[src/rtl/ats_map.vh]
`ifndef ATS_MAP_VH
`define ATS_MAP_VH
`define ATS_ADDR_CTRL     12'h000
`define ATS_ADDR_COUNT    12'h004
`define ATS_ADDR_EXPOSE   12'h008
`define ATS_ADDR_READOUT  12'h00c
`define ATS_ADDR_PERIOD   12'h010
`define ATS_ADDR_CMD      12'h014
`define ATS_ADDR_STATUS   12'h018
`define ATS_ADDR_FRAMES   12'h01c
`define ATS_ADDR_DROPS    12'h020
`define ATS_CTRL_BURST_EN 0
`define ATS_CTRL_FRAME_EN 1
`define ATS_CMD_START     0
`define ATS_CTRL_RESET    2'h3
`define ATS_COUNT_RESET   16'h0003
`define ATS_EXPOSE_RESET  24'h000064
`define ATS_READOUT_RESET 24'h0000c8
`define ATS_PERIOD_RESET  24'h000190
`define ATS_ST_IDLE       1'h0
`define ATS_ST_WAIT       1'h1
`endif

[src/rtl/ats_edge_sync.v]
module ats_edge_sync (
  input  wire pclk,
  input  wire presetn,
  input  wire din,
  output reg  rise
);
  reg s1;
  reg s2;
  reg s3;
  always @(posedge pclk or negedge presetn) begin
    if (!presetn) begin
      s1   <= 1'b0;
      s2   <= 1'b0;
      s3   <= 1'b0;
      rise <= 1'b0;
    end else begin
      s1   <= din;
      s2   <= s1;
      s3   <= s2;
      rise <= s2 & ~s3;
    end
  end
endmodule

[src/rtl/ats_down_timer.v]
module ats_down_timer #(
  parameter W = 24
) (
  input  wire         pclk,
  input  wire         presetn,
  input  wire         load,
  input  wire [W-1:0] value,
  output wire         busy
);
  reg [W-1:0] count;
  assign busy = (count != {W{1'b0}});
  always @(posedge pclk or negedge presetn) begin
    if (!presetn)
      count <= {W{1'b0}};
    else if (load)
      count <= value;
    else if (busy)
      count <= count - {{(W-1){1'b0}}, 1'b1};
  end
endmodule

[src/rtl/ats_sequencer.v]
`include "ats_map.vh"
module ats_sequencer #(
  parameter TW = 24,
  parameter CW = 16
) (
  input  wire        pclk,
  input  wire        presetn,
  input  wire        psel,
  input  wire        penable,
  input  wire        pwrite,
  input  wire [11:0] paddr,
  input  wire [31:0] pwdata,
  output reg  [31:0] prdata,
  output reg         pready,
  output reg         pslverr,
  input  wire        line1,
  output reg         safe_to_fire_output,
  output reg         exposing,
  output reg         reading_out,
  output reg         burst_active
);
  reg [1:0]    ctrl;
  reg [CW-1:0] frame_count;
  reg [TW-1:0] expose_time;
  reg [TW-1:0] readout_time;
  reg [TW-1:0] period;
  reg          state;
  reg          next_state;
  reg [CW-1:0] frames;
  reg [CW-1:0] drops;
  reg [TW-1:0] gen_count;
  reg          sw_start;
  reg          exp_q;
  reg          rd_pending;
  wire         line_rise;
  wire         exp_busy;
  wire         rd_busy;
  wire         wr_en;
  wire         rd_en;
  wire         burst_req;
  wire         gen_tick;
  wire         frame_req;
  wire         trig_ok;
  wire         fire;
  wire         exp_end;
  wire         last_frame;
  wire [TW:0]  exp_plus;
  wire         safe_now;
  wire         setup_phase;
  reg [TW-1:0] rd_remaining;
  reg          next_exp_q;
  reg [CW-1:0] next_frames;
  reg [CW-1:0] next_drops;
  reg [TW-1:0] next_gen_count;
  reg [31:0]   next_prdata;
  reg          next_pslverr;
  reg          next_safe;
  reg          next_exposing;
  reg          next_burst_active;

  assign wr_en       = psel & penable & pwrite & pready;
  assign rd_en       = setup_phase & ~pwrite;
  assign setup_phase = psel & ~penable;

  ats_edge_sync u_line (
    .pclk    (pclk),
    .presetn (presetn),
    .din     (line1),
    .rise    (line_rise)
  );

  ats_down_timer #(.W(TW)) u_exp (
    .pclk    (pclk),
    .presetn (presetn),
    .load    (fire),
    .value   (expose_time),
    .busy    (exp_busy)
  );

  ats_down_timer #(.W(TW)) u_rd (
    .pclk    (pclk),
    .presetn (presetn),
    .load    (exp_end),
    .value   (readout_time),
    .busy    (rd_busy)
  );

  // Burst start only via software command when enabled, else free-running
  assign burst_req = ctrl[`ATS_CTRL_BURST_EN] ? sw_start : 1'b1;
  assign gen_tick  = (gen_count == {TW{1'b0}});
  // External edge or internal generator
  assign frame_req = ctrl[`ATS_CTRL_FRAME_EN] ? line_rise : gen_tick;
  // Exposure ends only after prior readout cleared; remaining readout must fit
  assign exp_plus  = {1'b0, expose_time};
  assign safe_now  = ~exp_busy & ~exp_q & (exp_plus > {1'b0, rd_remaining});
  assign trig_ok   = safe_now;
  assign fire      = (state == `ATS_ST_WAIT) & frame_req & trig_ok;
  assign exp_end   = exp_q & ~exp_busy;
  assign last_frame = (frames + {{(CW-1){1'b0}}, 1'b1}) >= frame_count;

  always @(posedge pclk or negedge presetn) begin
    if (!presetn)
      rd_remaining <= {TW{1'b0}};
    else if (exp_end)
      rd_remaining <= readout_time;
    else if (rd_remaining != {TW{1'b0}})
      rd_remaining <= rd_remaining - {{(TW-1){1'b0}}, 1'b1};
  end

  always @* begin
    next_state = state;
    case (state)
      `ATS_ST_IDLE: begin
        if (burst_req)
          next_state = `ATS_ST_WAIT;
      end
      `ATS_ST_WAIT: begin
        if (fire & last_frame)
          next_state = `ATS_ST_IDLE;
      end
      default: next_state = `ATS_ST_IDLE;
    endcase
  end

  // Sequencer state
  always @(posedge pclk or negedge presetn) begin
    if (!presetn)
      state <= `ATS_ST_IDLE;
    else
      state <= next_state;
  end

  // Frames in burst
  always @* begin
    next_frames = frames;
    if (state == `ATS_ST_IDLE && burst_req)
      next_frames = {CW{1'b0}};
    else if (fire)
      next_frames = frames + {{(CW-1){1'b0}}, 1'b1};
  end

  always @(posedge pclk or negedge presetn) begin
    if (!presetn)
      frames <= {CW{1'b0}};
    else
      frames <= next_frames;
  end

  // Refused frame triggers
  always @* begin
    next_drops = drops;
    if (state == `ATS_ST_WAIT && frame_req && !trig_ok)
      next_drops = drops + {{(CW-1){1'b0}}, 1'b1};
  end

  always @(posedge pclk or negedge presetn) begin
    if (!presetn)
      drops <= {CW{1'b0}};
    else
      drops <= next_drops;
  end

  // Exposure phase flag
  always @* begin
    next_exp_q = exp_q;
    if (fire)
      next_exp_q = 1'b1;
    else if (!exp_busy)
      next_exp_q = 1'b0;
  end

  always @(posedge pclk or negedge presetn) begin
    if (!presetn)
      exp_q <= 1'b0;
    else
      exp_q <= next_exp_q;
  end

  // Readout status bit
  always @(posedge pclk or negedge presetn) begin
    if (!presetn)
      rd_pending <= 1'b0;
    else
      rd_pending <= rd_busy;
  end

  // Internal frame period
  always @* begin
    next_gen_count = gen_count - {{(TW-1){1'b0}}, 1'b1};
    if (state != `ATS_ST_WAIT || gen_tick)
      next_gen_count = period;
  end

  always @(posedge pclk or negedge presetn) begin
    if (!presetn)
      gen_count <= {TW{1'b0}};
    else
      gen_count <= next_gen_count;
  end

  // Control register
  always @(posedge pclk or negedge presetn) begin
    if (!presetn)
      ctrl <= `ATS_CTRL_RESET;
    else if (wr_en && paddr == `ATS_ADDR_CTRL)
      ctrl <= pwdata[1:0];
  end

  // Burst frame count
  always @(posedge pclk or negedge presetn) begin
    if (!presetn)
      frame_count <= `ATS_COUNT_RESET;
    else if (wr_en && paddr == `ATS_ADDR_COUNT)
      frame_count <= pwdata[CW-1:0];
  end

  // Exposure length
  always @(posedge pclk or negedge presetn) begin
    if (!presetn)
      expose_time <= `ATS_EXPOSE_RESET;
    else if (wr_en && paddr == `ATS_ADDR_EXPOSE)
      expose_time <= pwdata[TW-1:0];
  end

  // Readout length
  always @(posedge pclk or negedge presetn) begin
    if (!presetn)
      readout_time <= `ATS_READOUT_RESET;
    else if (wr_en && paddr == `ATS_ADDR_READOUT)
      readout_time <= pwdata[TW-1:0];
  end

  // Internal frame period length
  always @(posedge pclk or negedge presetn) begin
    if (!presetn)
      period <= `ATS_PERIOD_RESET;
    else if (wr_en && paddr == `ATS_ADDR_PERIOD)
      period <= pwdata[TW-1:0];
  end

  // Burst start command strobe
  always @(posedge pclk or negedge presetn) begin
    if (!presetn)
      sw_start <= 1'b0;
    else
      sw_start <= wr_en & (paddr == `ATS_ADDR_CMD) & pwdata[`ATS_CMD_START];
  end

  // Mapped address decode
  always @* begin
    case (paddr)
      `ATS_ADDR_CTRL, `ATS_ADDR_COUNT, `ATS_ADDR_EXPOSE, `ATS_ADDR_READOUT,
      `ATS_ADDR_PERIOD, `ATS_ADDR_CMD, `ATS_ADDR_STATUS, `ATS_ADDR_FRAMES,
      `ATS_ADDR_DROPS: next_pslverr = 1'b0;
      default:         next_pslverr = 1'b1;
    endcase
  end

  // Read data select
  always @* begin
    case (paddr)
      `ATS_ADDR_CTRL:    next_prdata = {30'h0, ctrl};
      `ATS_ADDR_COUNT:   next_prdata = {{(32-CW){1'b0}}, frame_count};
      `ATS_ADDR_EXPOSE:  next_prdata = {{(32-TW){1'b0}}, expose_time};
      `ATS_ADDR_READOUT: next_prdata = {{(32-TW){1'b0}}, readout_time};
      `ATS_ADDR_PERIOD:  next_prdata = {{(32-TW){1'b0}}, period};
      `ATS_ADDR_STATUS:  next_prdata = {28'h0, safe_to_fire_output, rd_pending, exp_q, state};
      `ATS_ADDR_FRAMES:  next_prdata = {{(32-CW){1'b0}}, frames};
      `ATS_ADDR_DROPS:   next_prdata = {{(32-CW){1'b0}}, drops};
      default:           next_prdata = 32'h00000000;
    endcase
  end

  // Bus response, one access cycle
  always @(posedge pclk or negedge presetn) begin
    if (!presetn) begin
      pready  <= 1'b0;
      pslverr <= 1'b0;
      prdata  <= 32'h00000000;
    end else begin
      pready  <= setup_phase;
      pslverr <= setup_phase & next_pslverr;
      if (rd_en)
        prdata <= next_prdata;
    end
  end

  // Output decode
  always @* begin
    next_burst_active = (next_state == `ATS_ST_WAIT);
    next_safe         = next_burst_active & safe_now & ~fire;
    next_exposing     = fire | (exp_q & exp_busy);
  end

  // Outputs registered
  always @(posedge pclk or negedge presetn) begin
    if (!presetn) begin
      safe_to_fire_output <= 1'b0;
      exposing            <= 1'b0;
      reading_out         <= 1'b0;
      burst_active        <= 1'b0;
    end else begin
      safe_to_fire_output <= next_safe;
      exposing            <= next_exposing;
      reading_out         <= rd_busy;
      burst_active        <= next_burst_active;
    end
  end
endmodule

[config.mk]
export PLATFORM = sky130hd
export DESIGN_NAME = ats_sequencer
export DESIGN_NICKNAME = d
export VERILOG_FILES = /design/src/rtl/ats_edge_sync.v /design/src/rtl/ats_down_timer.v /design/src/rtl/ats_sequencer.v
export VERILOG_INCLUDE_DIRS = /design/src /design/src/rtl
export SDC_FILE = /design/constraint.sdc
export NUM_CORES = 1
export LEC_CHECK = 0
export ABC_AREA = 1
export CAP_MARGIN = 40
export CORE_UTILIZATION = 50
export DETAILED_ROUTE_END_ITERATION = 10
export DONT_BUFFER_PORTS = 1
export HOLD_SLACK_MARGIN = 0.05
export PLACE_DENSITY = 0.71
export SYNTH_ARGS = -nofsm -noshare
export SYNTH_HDL_FRONTEND = slang
export SYNTH_SLANG_ARGS = --single-unit
[constraint.sdc]
create_clock -name pclk -period 4 [get_ports pclk]
set_clock_uncertainty 0.2 [all_clocks]
set_input_delay 0.6 -clock pclk [delete_from_list [all_inputs] [get_ports pclk]]
set_output_delay 0.6 -clock pclk [all_outputs]
set_load 0.1 [all_outputs]
# Word level (Yosys, flattened, before mapping)
# Index checks and enable logic that the tools add are counted.
# totals
ff_bits,262
input_bits,50
output_inout_bits,38
wordCells,105
# op_classes
addsub,6
magnitude_cmp,2
n_eq_ne,9
n_mux,18
bitwise_logic,26
reduce_logical,20
# ops
operator,count
$pmux 24 s8,1
$mux 24,7
$sub 24x1->24 const B,4
$reduce_bool 24->1,3
$eq 12x5->1 const B,4
$add 16x1->16 const B,2
$mux 16,2
$eq 12x4->1 const B,2
$gt 24x24->1,1
$logic_not 24->1,1
$and 1x1->1,18
$ge 16x16->1,1
$eq 12x3->1 const B,1
$eq 12x6->1 const B,1
$logic_not 12->1,1
$reduce_or 9->1,1
$logic_and 1x1->1,8
$reduce_bool 2->1,4
$mux 1,7
$not 1->1,7
$ne 2x1->1 const B,1
$pmux 1 s2,1
$logic_not 1->1,1
$logic_or 1x1->1,1
$or 1x1->1,1

# Logic depth before layout (Yosys ltp)
# Gate-level depths: netlist of run 1.
# logic_depth
word_depth,10
depth_mapped,16
depth_no_buf,16

# Cells and area by module
# Synthesis of run 1 repeated with hierarchy kept, for this count alone.
# hier_totals
cells_unflattened,2029
area_unflattened_um2,14839.2
# by_module_without_submodules
mod,n_inst,cells_per_inst,area_per_inst_um2,seq_area_each_um2
ats_sequencer,1,1525,11461.0,5071.1
ats_down_timer,2,249,1634.1,600.6
ats_edge_sync,1,6,110.1,100.1

# Least setup slack after synthesis of run 1
# Ideal clock, no wire load.
# synth_timing
path_kind,reg-to-reg
from,register burst_active (netlist name)
to,register burst_active
setup_time_ps,128
arrival_ps,2035
required_time_ps,3672
path_slack_ps,1637
path_stages_with_launch,7
path_buffers,1
period_less_slack_ps,2363
cell_sequence,dfrtp_1 -> o21ai_0 -> a21oi_4 -> nand3_4 -> buf_2 -> nor2_1 -> nor2_1
# synth_lines
element,line,rtl
to (signal assigned),ats_sequencer.v:306,burst_active <= next_burst_active;
to (decl),ats_sequencer.v:20,output reg burst_active

# Worst setup path after layout of run 1
# layout_timing
from,register expose_time[23]
to,register frames[8]
# layout_via
elab_chain_len,4
# layout_lines
element,line,rtl
from (decl),ats_sequencer.v:24,reg [TW-1:0] expose_time;
from (signal assigned),ats_sequencer.v:220,expose_time <= `ATS_EXPOSE_RESET;
from (signal assigned),ats_sequencer.v:222,expose_time <= pwdata[TW-1:0];
$gt 24x24->1,ats_sequencer.v:95,"assign safe_now = ~exp_busy & ~exp_q & (exp_plus > {1'b0, rd_remaining});"
$and 1x1->1,ats_sequencer.v:95,
$and 1x1->1,ats_sequencer.v:97,assign fire = (state == `ATS_ST_WAIT) & frame_req & trig_ok;
$reduce_bool 2->1 (no source line),-,
to (signal assigned),ats_sequencer.v:144,frames <= {CW{1'b0}};
to (signal assigned),ats_sequencer.v:146,frames <= next_frames;
to (decl),ats_sequencer.v:29,reg [CW-1:0] frames;
# No other way between the ends.
# A chain may end at the register's enable or synchronous reset.

==> results of run 1 <==
## final cells by class
| cell class | count | area, sq um | area share, % |
|---|---|---|---|
| sequential | 254 | 6370 | 39.4 |
| timing repair buffer | 47 | 790 | 4.88 |
| clock inverter | 7 | 141 | 0.874 |
| clock buffer | 44 | 841 | 5.20 |
| inverter | 249 | 936 | 5.79 |
| antenna | 1 | 2.50 | 0.0155 |
| tap | 378 | 473 | 2.92 |
| multi-input combinational | 1292 | 6620 | 40.9 |
## worst register-to-register path: stages, from the launching register on
cell and delay (ns):
dfrtp_1 0.46, ha_1 0.34, nand2_1 0.07, nor2_1 0.15
nand2_1 0.10, nor2_1 0.21, nand2_1 0.09, nand3_1 0.25
nand3_4 0.37, buf_4 0.36, nand3_1 0.09, o21ai_1 0.07
## registers in the layout (all words and copies together), names as in the netlist, 24 cells and up
| register | count |
|---|---|
| expose_time | 24 |
| gen_count | 24 |
| period | 24 |
| prdata | 24 |
| rd_remaining | 24 |
| readout_time | 24 |
| u_exp.count | 24 |
| u_rd.count | 24 |
## cells by family after synthesis
family	after synthesis	synth area share, %
and+or+nand+nor	836	24.9
AOI/OAI and AO/OA	309	11.6
adders and majority gates	46	4.04
DFF	254	44.8
buffers and inverters	312	8.91
other	1	0.0263
xor gates and xnor gates	93	5.72
## metal layers
metal	GRT usage, %	vias up	share of wire [%]
li1	-	5975	-
met1	38.0	5901	44
met2	43.8	400	45
met3	4.49	81	7.0
met4	9.13	0	3.1
met5	0	-	0
## power by group
group	internal, mW	switching [mW]
registers	3.02	0.416
clock network	1.64	1.08
logic	0.734	1.14
## layout by cell type, fill, tap and decap left out, types with 41 or more instances in the layout
master	count
nand2_1	464
inv_1	241
dfrtp_1	241
nor2_1	171
o21ai_0	168
nand3_1	108
xor2_1	78
ha_1	46
o21ai_1	42
a21oi_1	41
o22ai_1	41
## per-stage QoR
step                utilization, %  area [sq um]  hold WS [ns]  total power [mW]  instances
floorplan                        -         14300         0.104              4.90       1858
global placement              52.1         14500         0.111              5.22       2187
detailed placement            54.1         15100         0.112              5.31       2209
CTS                           58.0         16100        -0.488              8.06       2270
global route                  58.1         16200        -0.491              8.53       2272
finish                        58.1         16200        -0.481              8.04       2272
## worst max path at each step
stage,start,depth (start not counted),slack [ns],endpoint
2_1_floorplan,burst_active$_DFF_PN0_,6,1.64,burst_active$_DFF_PN0_
3_3_place_gp,expose_time[23]$_DFFE_PN0P_,11,1.19,frames[8]$_DFFE_PN0P_
3_5_place_dp,expose_time[23]$_DFFE_PN0P_,11,1.14,frames[7]$_DFFE_PN0P_
4_1_cts,expose_time[23]$_DFFE_PN0P_,11,1.09,frames[9]$_DFFE_PN0P_
5_1_grt,expose_time[23]$_DFFE_PN0P_,11,0.89,frames[10]$_DFFE_PN0P_
6_report,expose_time[23]$_DFFE_PN0P_,11,1.09,frames[8]$_DFFE_PN0P_
==> flow_summary_export.csv, run 1 <==
group,metric,value,unit
sta,fin_setup_tns,0,ns
logic_synthesis,synth-edff-count,0,
layout,drive_above_1_share,6.87,%
worst_setup_path,criticalPathCategory,"reg2reg",
pwr,ir_drop,0.362,mV
logic_synthesis,yosysWarnings,0,
worst_setup_path,worstPathArrival,3.13,ns
worst_setup_path,crit_family,"simple AND/OR/NAND/NOR gates",
cts,cts_setup_buffers,0,
global_routing,grt_max_degree,255,
logic_synthesis,async_reset_ff_share,100,%
logic_synthesis,synth_top_area_cell,"dfrtp_1",
global_routing,grt_pass1_wl,62.3,mm
sta,fin_crit,2.91,ns
sta,slew_headroom,39.9,%
cts,cts_tree,"built",
cts,clk_path_buf_depth,3,
sta,setup_slack,1.09,ns
cts,root_buffer,"clkbuf_16",
worst_setup_path,cp_slowest_cell,"dfrtp_1",
logic_synthesis,synth_area_leaders,"dfrtp_1 42%, nand2_1 12%, inv_1 6.4%, o21ai_0 5.9%, xor2_1 4.8%",
sta,rsz0062_at_grt,"no",
detailed_routing,ant_nets,0,
worst_setup_path,path_cells,"ha_1 > nand2_1 > nor2_1 > nand2_1 > nor2_1 > nand2_1 > nand3_1 > nand3_4 > buf_4 > nand3_1 > o21ai_1",
worst_setup_path,worstSetupEndpointType,"register",
logic_synthesis,synth.distinct_cells,46,
detailed_routing,vias,12400,
logic_synthesis,synth.top_cell.area_share,42.4,%
cts,cts_max_level,1,
placement,pre_cts_slack,1.14,ns
detailed_routing,wire_per_inst,17.1,microns
global_routing,overflow,0,
logic_synthesis,netlist_instances,1851,
global_routing,antenna_found_initial,1,
cts,path_clk_slew,0.06,ns
worst_setup_path,crit_top_cell,"nand2_1",
worst_setup_path,rr_endpoint,"frames[8]$_DFFE_PN0P_",
worst_setup_path,cp_max_fo,26,
status,violations,"negative hold slack",
sta,period_share,72.9,%
floorplanning,core_area,27900,sq um
logic_synthesis,synth_ff_type,"dfrtp_1",
layout,fill_cells,2447,
detailed_routing,drt_wl_total,38.9,mm
cts,cts_hold_buffers,10,
logic_synthesis,avgSynthCellArea,7.69,sq um
global_routing,grtUsageTotal,27.5,%
detailed_routing,first_pass_iters,5,
floorplanning,rows,61,
pwr,p_leak,7.74,nW
pwr,power.density,497,nW/um^2
sta,hold_ws,-0.481,ns
floorplanning,chipHeight,171,microns
global_routing,grt_pass1_vias,12000,
detailed_routing,drcViolationCount,0,
worst_hold_path,hold_class,"in2async",
detailed_routing,initialDrtViolationCount,1048,
job,drv_cap,0,
cts,worstSkewPairLatency,0.58,ns
status,outcome,"finished with violations",
worst_setup_path,ff2ff_path_depth,11,
placement,placement.io_buffers,0,
layout,layout-area-overhead-vs-synth,13.6,%
floorplanning,dieWidth,171,microns
sta,setup_viol,0,
logic_synthesis,synth_common_cells,"464 x nand2_1, 241 x dfrtp_1, 241 x inv_1, 171 x nor2_1, 168 x o21ai_0",
worst_setup_path,max_stage_delay,0.46,ns
logic_synthesis,synth_most_common_cell,"nand2_1",
cts,cts_resized,0,
worst_setup_path,reg2reg_setup_slack,1.09,ns
sta,slew_violations,0,
placement,dp_hpwl,28.3,mm
cts,cts_sinks,254,
layout,nets,1968,
floorplanning,start_util,51.1,%
sta,finalHoldViolCount,254,
logic_synthesis,ys_seq_area_share,44.8,%
worst_setup_path,crit_path_start_kind,"register",
worst_setup_path,timing.rr.start,"expose_time[23]$_DFFE_PN0P_",
worst_setup_path,worst-path-buf-inv,1,
sta,fmax,343,MHz
cts,cts_inserted_buffers,28,
placement,gp_congestion,0.899,
worst_setup_path,required,4.22,ns
floorplanning,dieArea,29100,sq um
logic_synthesis,synth-seq-cells,254,
sta,tightest_slew,0.901,ns
detailed_routing,vias_per_cell,5.44,
logic_synthesis,synth_area,14200,sq um
floorplanning,io_pins,88,
No activity file was read; power rests on OpenSTA's default activity.
==> run 2: changes to the inputs <==
--- a/config.mk
+++ b/config.mk
@@ -12,7 +12,7 @@
 export DETAILED_ROUTE_END_ITERATION = 10
 export DONT_BUFFER_PORTS = 1
 export HOLD_SLACK_MARGIN = 0.05
-export PLACE_DENSITY = 0.71
+export PLACE_DENSITY = 0.74
 export SYNTH_ARGS = -nofsm -noshare
 export SYNTH_HDL_FRONTEND = slang
 export SYNTH_SLANG_ARGS = --single-unit
==> constraint.sdc (replaced) <==
create_clock -name pclk -period 2.5 [get_ports pclk]
set_clock_uncertainty 0.2 [all_clocks]
set_input_delay 0.375 -clock pclk [delete_from_list [all_inputs] [get_ports pclk]]
set_output_delay 0.375 -clock pclk [all_outputs]
set_load 0.1 [all_outputs]
==> flow_summary_export.csv, run 2 (same netlist as run 1, synthesis figures left out) <==
group,metric,value,unit
worst_setup_path,cp_max_fo,3,
floorplanning,dieArea,29100,sq um
worst_setup_path,max_stage_delay,0.37,ns
layout,final_common_cell,"nand2_1",
detailed_routing,initialDrtViolationCount,1251,
status,violations,"negative hold slack",
detailed_routing,ant_nets,0,
cts,path_clk_slew,0.06,ns
sta,tightest_slew,0.555,ns
pwr,p_sw,4.38,mW
sta,period_share,98.9,%
floorplanning,dieWidth,171,microns
worst_hold_path,hold_class,"in2async",
cts,clk_path_buf_depth,3,
global_routing,grt_max_degree,255,
sta,slew_violations,0,
floorplanning,io_pins,88,
worst_setup_path,reg2reg_setup_slack,0.03,ns
sta,finalHoldViolCount,254,
placement,post_dp_cell_area,15200,sq um
floorplanning,chipHeight,171,microns
sta,rsz0062_at_grt,"yes",
layout,fin_area,16900,sq um
cts,cts_inserted_buffers,28,
cts,worstSkewPairLatency,0.57,ns
detailed_routing,drcViolationCount,0,
floorplanning,rows,61,
pwr,p_int,9.28,mW
status,outcome,"finished with violations",
floorplanning,core_area,27900,sq um
worst_setup_path,worstSetupEndpointType,"register",
pwr,ir_drop,0.777,mV
cts,root_buffer,"clkbuf_16",
pwr,clkPwrFrac,35.7,%
global_routing,antenna_found_initial,0,
worst_setup_path,worstPathArrival,2.71,ns
worst_setup_path,crit_path_start_kind,"register",
worst_setup_path,ff2ff_path_depth,15,
pwr,swShare,32.1,%
cts,cts_sinks,254,
worst_setup_path,crit_top_cell,"nor2_1",
placement,gp_congestion,0.974,
pwr,p_comb_share,24.3,%
detailed_routing,vias_per_cell,5.45,
sta,fmax,404,MHz
sta,fin_setup_tns,0,ns
layout,fill_cells,2332,
detailed_routing,drt_wl_total,39.9,mm
global_routing,overflow,0,
placement,placement.io_buffers,0,
detailed_routing,wire_per_inst,16.9,microns
worst_setup_path,rr_endpoint,"burst_active$_DFF_PN0_",
job,drv_cap,0,
sta,hold_ws,-0.691,ns
worst_setup_path,cp_slowest_cell,"dfrtp_1",
sta,slew_headroom,63.0,%
floorplanning,start_util,51.1,%
global_routing,grt_pass1_vias,12700,
layout,layout-area-overhead-vs-synth,18.8,%
pwr,seq_power_share,39.9,%
cts,cts_tree,"built",
cts,cts_hold_buffers,32,
sta,setup_viol,0,
layout,final_cell_mix,"458 x nand2_1, 241 x dfrtp_1, 234 x inv_1, 166 x o21ai_0, 162 x nor2_1",
pwr,p_leak,8.22,nW
worst_setup_path,criticalPathCategory,"reg2reg",
layout,diodes,0,
worst_setup_path,required,2.73,ns
global_routing,grt_pass1_wl,63.8,mm
sta,fin_crit,2.47,ns
layout,nets,2061,
global_routing,grtUsageTotal,28.0,%
detailed_routing,vias,12900,
worst_setup_path,timing.rr.start,"frames[9]$_DFFE_PN0P_",
cts,cts_max_level,1,
worst_setup_path,path_cells,"nand2_1 > nor3_2 > nand4_1 > nor2_2 > xor2_2 > ha_1 > nand2_2 > inv_2 > nand3_2 > a21oi_1 > nor2_1 > nand2_1 > a21oi_1 > nor2_1 > nor2_1",
placement,dp_hpwl,28.8,mm
layout,drive_above_1_share,12.5,%
detailed_routing,first_pass_iters,6,
pwr,power.density,808,nW/um^2
-- run 2: changes by cell type in the layout (fill, tap and decap cells not counted), sizes merged --
cell         change
buf             +71
bufinv           +6
clkbuf           -9
clkinv           +4
clkinvlp         +1
diode            -1
dlygate4sd3     +22
inv              -1
-- run 2: what timing repair did --
| action | in CTS | in global routing |
|---|---|---|
| gates resized for setup | 1 | 52 |
| setup buffers | 0 | 3 |
| pin swaps | 0 | 24 |
| setup endpoints to repair | 1 | 56 |
| hold endpoints to repair | 365 | 254 |
-- run 2: stage by stage --
stage	cells	util (%)	hold WS, ns	worst slack [ns]	total power, mW
4_1_cts	2362	59.8	-0.710	0.0543	13.6
3_5_place_dp	2278	54.7	-0.112	0.0486	8.69
3_3_place_gp	2278	54.7	-0.113	0.0774	8.52
6_report	2365	60.7	-0.691	0.0274	13.7
2_1_floorplan	1858	-	-0.121	0.137	7.85
5_1_grt	2365	60.7	-0.710	-0.134	14.4
-- run 2: worst max path at each step --
stage                      startpoint                endpoint  slack, ns  cells after the start
3_3_place_gp    frames[0]$_DFFE_PN0P_  burst_active$_DFF_PN0_       0.08                     16
2_1_floorplan  burst_active$_DFF_PN0_  burst_active$_DFF_PN0_       0.14                      6
6_report        frames[9]$_DFFE_PN0P_  burst_active$_DFF_PN0_       0.03                     15
4_1_cts         frames[0]$_DFFE_PN0P_  burst_active$_DFF_PN0_       0.05                     15
5_1_grt         frames[9]$_DFFE_PN0P_  burst_active$_DFF_PN0_      -0.13                     15
3_5_place_dp    frames[3]$_DFFE_PN0P_  burst_active$_DFF_PN0_       0.05                     15
-- run 2: cell type report --
class / instances / area [sq um] / share of cell area (%)
Clock buffer: 35 / 767 / 4.53
Clock inverter: 17 / 340 / 2.01
Inverter: 249 / 936 / 5.53
Multi-Input combinational cell: 1292 / 6830 / 40.4
Sequential cell: 254 / 6370 / 37.7
Tap cell: 378 / 473 / 2.80
Timing Repair Buffer: 140 / 1200 / 7.10
-- run 2: critical path: cells and delay by family (launching register included) --
family	cells	cell delay [ns]
simple gates	10	1.14
flops	1	0.37
fa+ha+maj	1	0.32
compound gates	2	0.17
xor+xnor	1	0.11
buf+inv	1	0.06
-- run 2: power by group through the flow --
stage               Combinational (mW)  Clock (mW)  Sequential [mW]
detailed placement                3.21           0             5.48
CTS                               3.28        4.93             5.43
finish                            3.33        4.88             5.45
global route                      3.78        5.10             5.54
global placement                  3.05           0             5.47
floorplan                         2.45           0             5.40
-- run 2: routing by layer --
metal | vias to the layer above | track usage, % | routed length (microns)
met5 | - | 0 | 0
met4 | 0 | 11.2 | 1490
met3 | 98 | 5.00 | 3130
met2 | 497 | 44.8 | 18400
met1 | 6129 | 37.6 | 16800
li1 | 6167 | - | -
==> run 3: changes to the inputs <==
--- a/config.mk
+++ b/config.mk
@@ -8,11 +8,14 @@
 export LEC_CHECK = 0
 export ABC_AREA = 1
 export CAP_MARGIN = 40
+export CORE_ASPECT_RATIO = 1.5
 export CORE_UTILIZATION = 50
 export DETAILED_ROUTE_END_ITERATION = 10
 export DONT_BUFFER_PORTS = 1
 export HOLD_SLACK_MARGIN = 0.05
 export PLACE_DENSITY = 0.74
+export SETUP_SLACK_MARGIN = 0.2
 export SYNTH_ARGS = -nofsm -noshare
 export SYNTH_HDL_FRONTEND = slang
 export SYNTH_SLANG_ARGS = --single-unit
+export TNS_END_PERCENT = 100
==> flow_summary_export.csv, run 3 (same netlist as run 1, synthesis figures left out) <==
group,metric,value,unit
layout,layout.cells.non_filler,2381,
floorplanning,chipHeight,209,microns
worst_setup_path,worstPathArrival,2.76,ns
global_routing,grt_max_degree,255,
pwr,power.density,737,nW/um^2
placement,dp_cells,2246,
cts,clk_path_buf_depth,3,
layout,nets,2112,
job,drv_cap,0,
layout,fill_cells,2307,
detailed_routing,drcViolationCount,0,
layout,regArea,6380,sq um
sta,hold_ws,-0.647,ns
worst_setup_path,critPathCapture,"burst_active$_DFF_PN0_",
cts,cts_sinks,254,
detailed_routing,vias,13300,
pwr,seq_power_share,42.0,%
detailed_routing,initialDrtViolationCount,737,
pwr,swShare,34.5,%
worst_setup_path,reg2reg_setup_slack,-0.03,ns
cts,cts_max_level,1,
detailed_routing,wire_per_inst,18.6,microns
cts,cts_inserted_buffers,25,
worst_setup_path,criticalPathCategory,"reg2reg",
worst_setup_path,crit_path_start_kind,"register",
layout,drive_above_1_share,20.3,%
worst_setup_path,ff2ff_path_depth,16,
global_routing,antenna_found_initial,0,
floorplanning,io_pins,88,
pwr,p_comb_share,28.6,%
sta,slew_violations,0,
cts,worstSkewPairLatency,0.56,ns
layout,diodes,0,
detailed_routing,drt_wl_total,44.2,mm
placement,gp_congestion,0.914,
sta,setup_slack,-0.0323,ns
detailed_routing,vias_per_cell,5.60,
floorplanning,dieArea,29200,sq um
pwr,clkPwrFrac,29.4,%
global_routing,overflow,0,
cts,path_clk_slew,0.07,ns
pwr,p_sw,4.53,mW
sta,finalHoldViolCount,254,
floorplanning,start_util,50.9,%
sta,fin_crit,2.53,ns
detailed_routing,ant_nets,0,
global_routing,grt_pass1_vias,13000,
global_routing,grtUsageTotal,29.5,%
cts,cts_tree,"built",
worst_hold_path,hold_class,"in2async",
global_routing,grt_pass1_wl,66.7,mm
pwr,total_power,13.1,mW
floorplanning,core_area,28000,sq um
sta,tightest_slew,0.671,ns
layout,final_cell_mix,"435 x nand2_1, 237 x dfrtp_1, 222 x inv_1, 159 x o21ai_0, 151 x nor2_1",
pwr,ir_drop,0.695,mV
worst_setup_path,setup.worst_path.start,"frames[4]$_DFFE_PN0P_",
floorplanning,dieWidth,140,microns
pwr,p_leak,8.47,nW
layout,final_common_cell,"nand2_1",
sta,slew_headroom,55.3,%
sta,rsz0062_at_grt,"yes",
placement,dp_hpwl,30.9,mm
worst_setup_path,timing.rr.start,"frames[4]$_DFFE_PN0P_",
sta,setup_viol,1,
worst_setup_path,cp_max_fo,3,
layout,layout-area-overhead-vs-synth,25.2,%
worst_setup_path,required,2.73,ns
sta,fin_setup_tns,-0.0323,ns
worst_setup_path,worstSetupEndpointType,"register",
cts,root_buffer,"clkbuf_16",
status,outcome,"finished with violations",
sta,fmax,395,MHz
cts,cts_hold_buffers,32,
floorplanning,rows,75,
pwr,p_int,8.61,mW
placement,placement.io_buffers,0,
status,violations,"negative hold slack, negative setup slack",
worst_setup_path,rr_endpoint,"burst_active$_DFF_PN0_",
detailed_routing,first_pass_iters,5,
layout,multi_input_area,7530,sq um
sta,period_share,101,%
## run 3: cell types whose count changed in the layout (fill, tap and decap cells not counted), sizes merged
| cell | delta |
|---|---|
| clkinvlp | +2 |
| clkbuf | +7 |
| nand3 | +1 |
| clkinv | -4 |
| nand2 | +1 |
| inv | +1 |
| buf | +47 |
| bufinv | -7 |
## run 3: timing repair
action	CTS	global route
endpoints found under the setup margin	72	102
gates resized for setup	60	158
pin swaps	28	66
buffers inserted	12	36
endpoints found under the hold margin	367	254
gates cloned	1	8
## run 3: critical path, cell delays in order (launching register included)
cell     delay [ns]
dfrtp_1        0.36
inv_1          0.10
nor3_4         0.23
nand2_2        0.13
buf_6          0.15
xor2_4         0.17
inv_2          0.06
ha_4           0.26
nand2_1        0.08
nor2_1         0.12
nand2_1        0.09
nand2_2        0.11
nand2_1        0.07
nand2_1        0.08
a21oi_2        0.04
nor2_1         0.10
nor2_1         0.06
## run 3: worst min-delay path by stage
stage             from                           to  depth (start not counted)
2_1_floorplan  presetn       burst_active$_DFF_PN0_                          0
3_3_place_gp   presetn  rd_remaining[6]$_DFFE_PN0P_                          0
3_5_place_dp   presetn  rd_remaining[6]$_DFFE_PN0P_                          0
4_1_cts        presetn   u_rd.count[13]$_DFFE_PN0P_                          0
5_1_grt        presetn        prdata[2]$_DFFE_PN0P_                          0
6_report       presetn        prdata[6]$_DFFE_PN0P_                          0
## run 3: per-layer routing
metal | GRT usage [%] | vias to the layer above | share of wire, %
met5 | 0 | - | 0
met4 | 17.4 | 0 | 6.8
met3 | 3.02 | 162 | 4.9
met2 | 54.2 | 467 | 52
met1 | 32.6 | 6451 | 36
li1 | - | 6254 | -
## run 3: cell type report
class	instances	share of cell area, %
Sequential cell	254	35.8
Multi-Input combinational cell	1294	42.3
Clock inverter	8	0.555
Inverter	249	5.29
Clock buffer	38	4.07
Timing Repair inverter	1	0.0421
Tap cell	346	2.43
Timing Repair Buffer	191	9.54
## run 3: power groups by stage
stage               clock (mW)  sequential [mW]  combinational, mW
finish                    3.86             5.51               3.76
global route              4.05             5.59               4.24
global placement             0             5.51               3.00
CTS                       3.90             5.47               3.21
detailed placement           0             5.53               3.10
floorplan                    0             5.40               2.45
## run 3: metrics by stage
stage	utilization [%]	area [sq um]	worst slack [ns]
detailed placement	54.4	15200	-0.0747
floorplan	-	14300	0.285
CTS	59.8	16700	0.0683
global route	63.7	17800	-0.146
finish	63.7	17800	-0.0323
global placement	54.4	15200	-0.0791
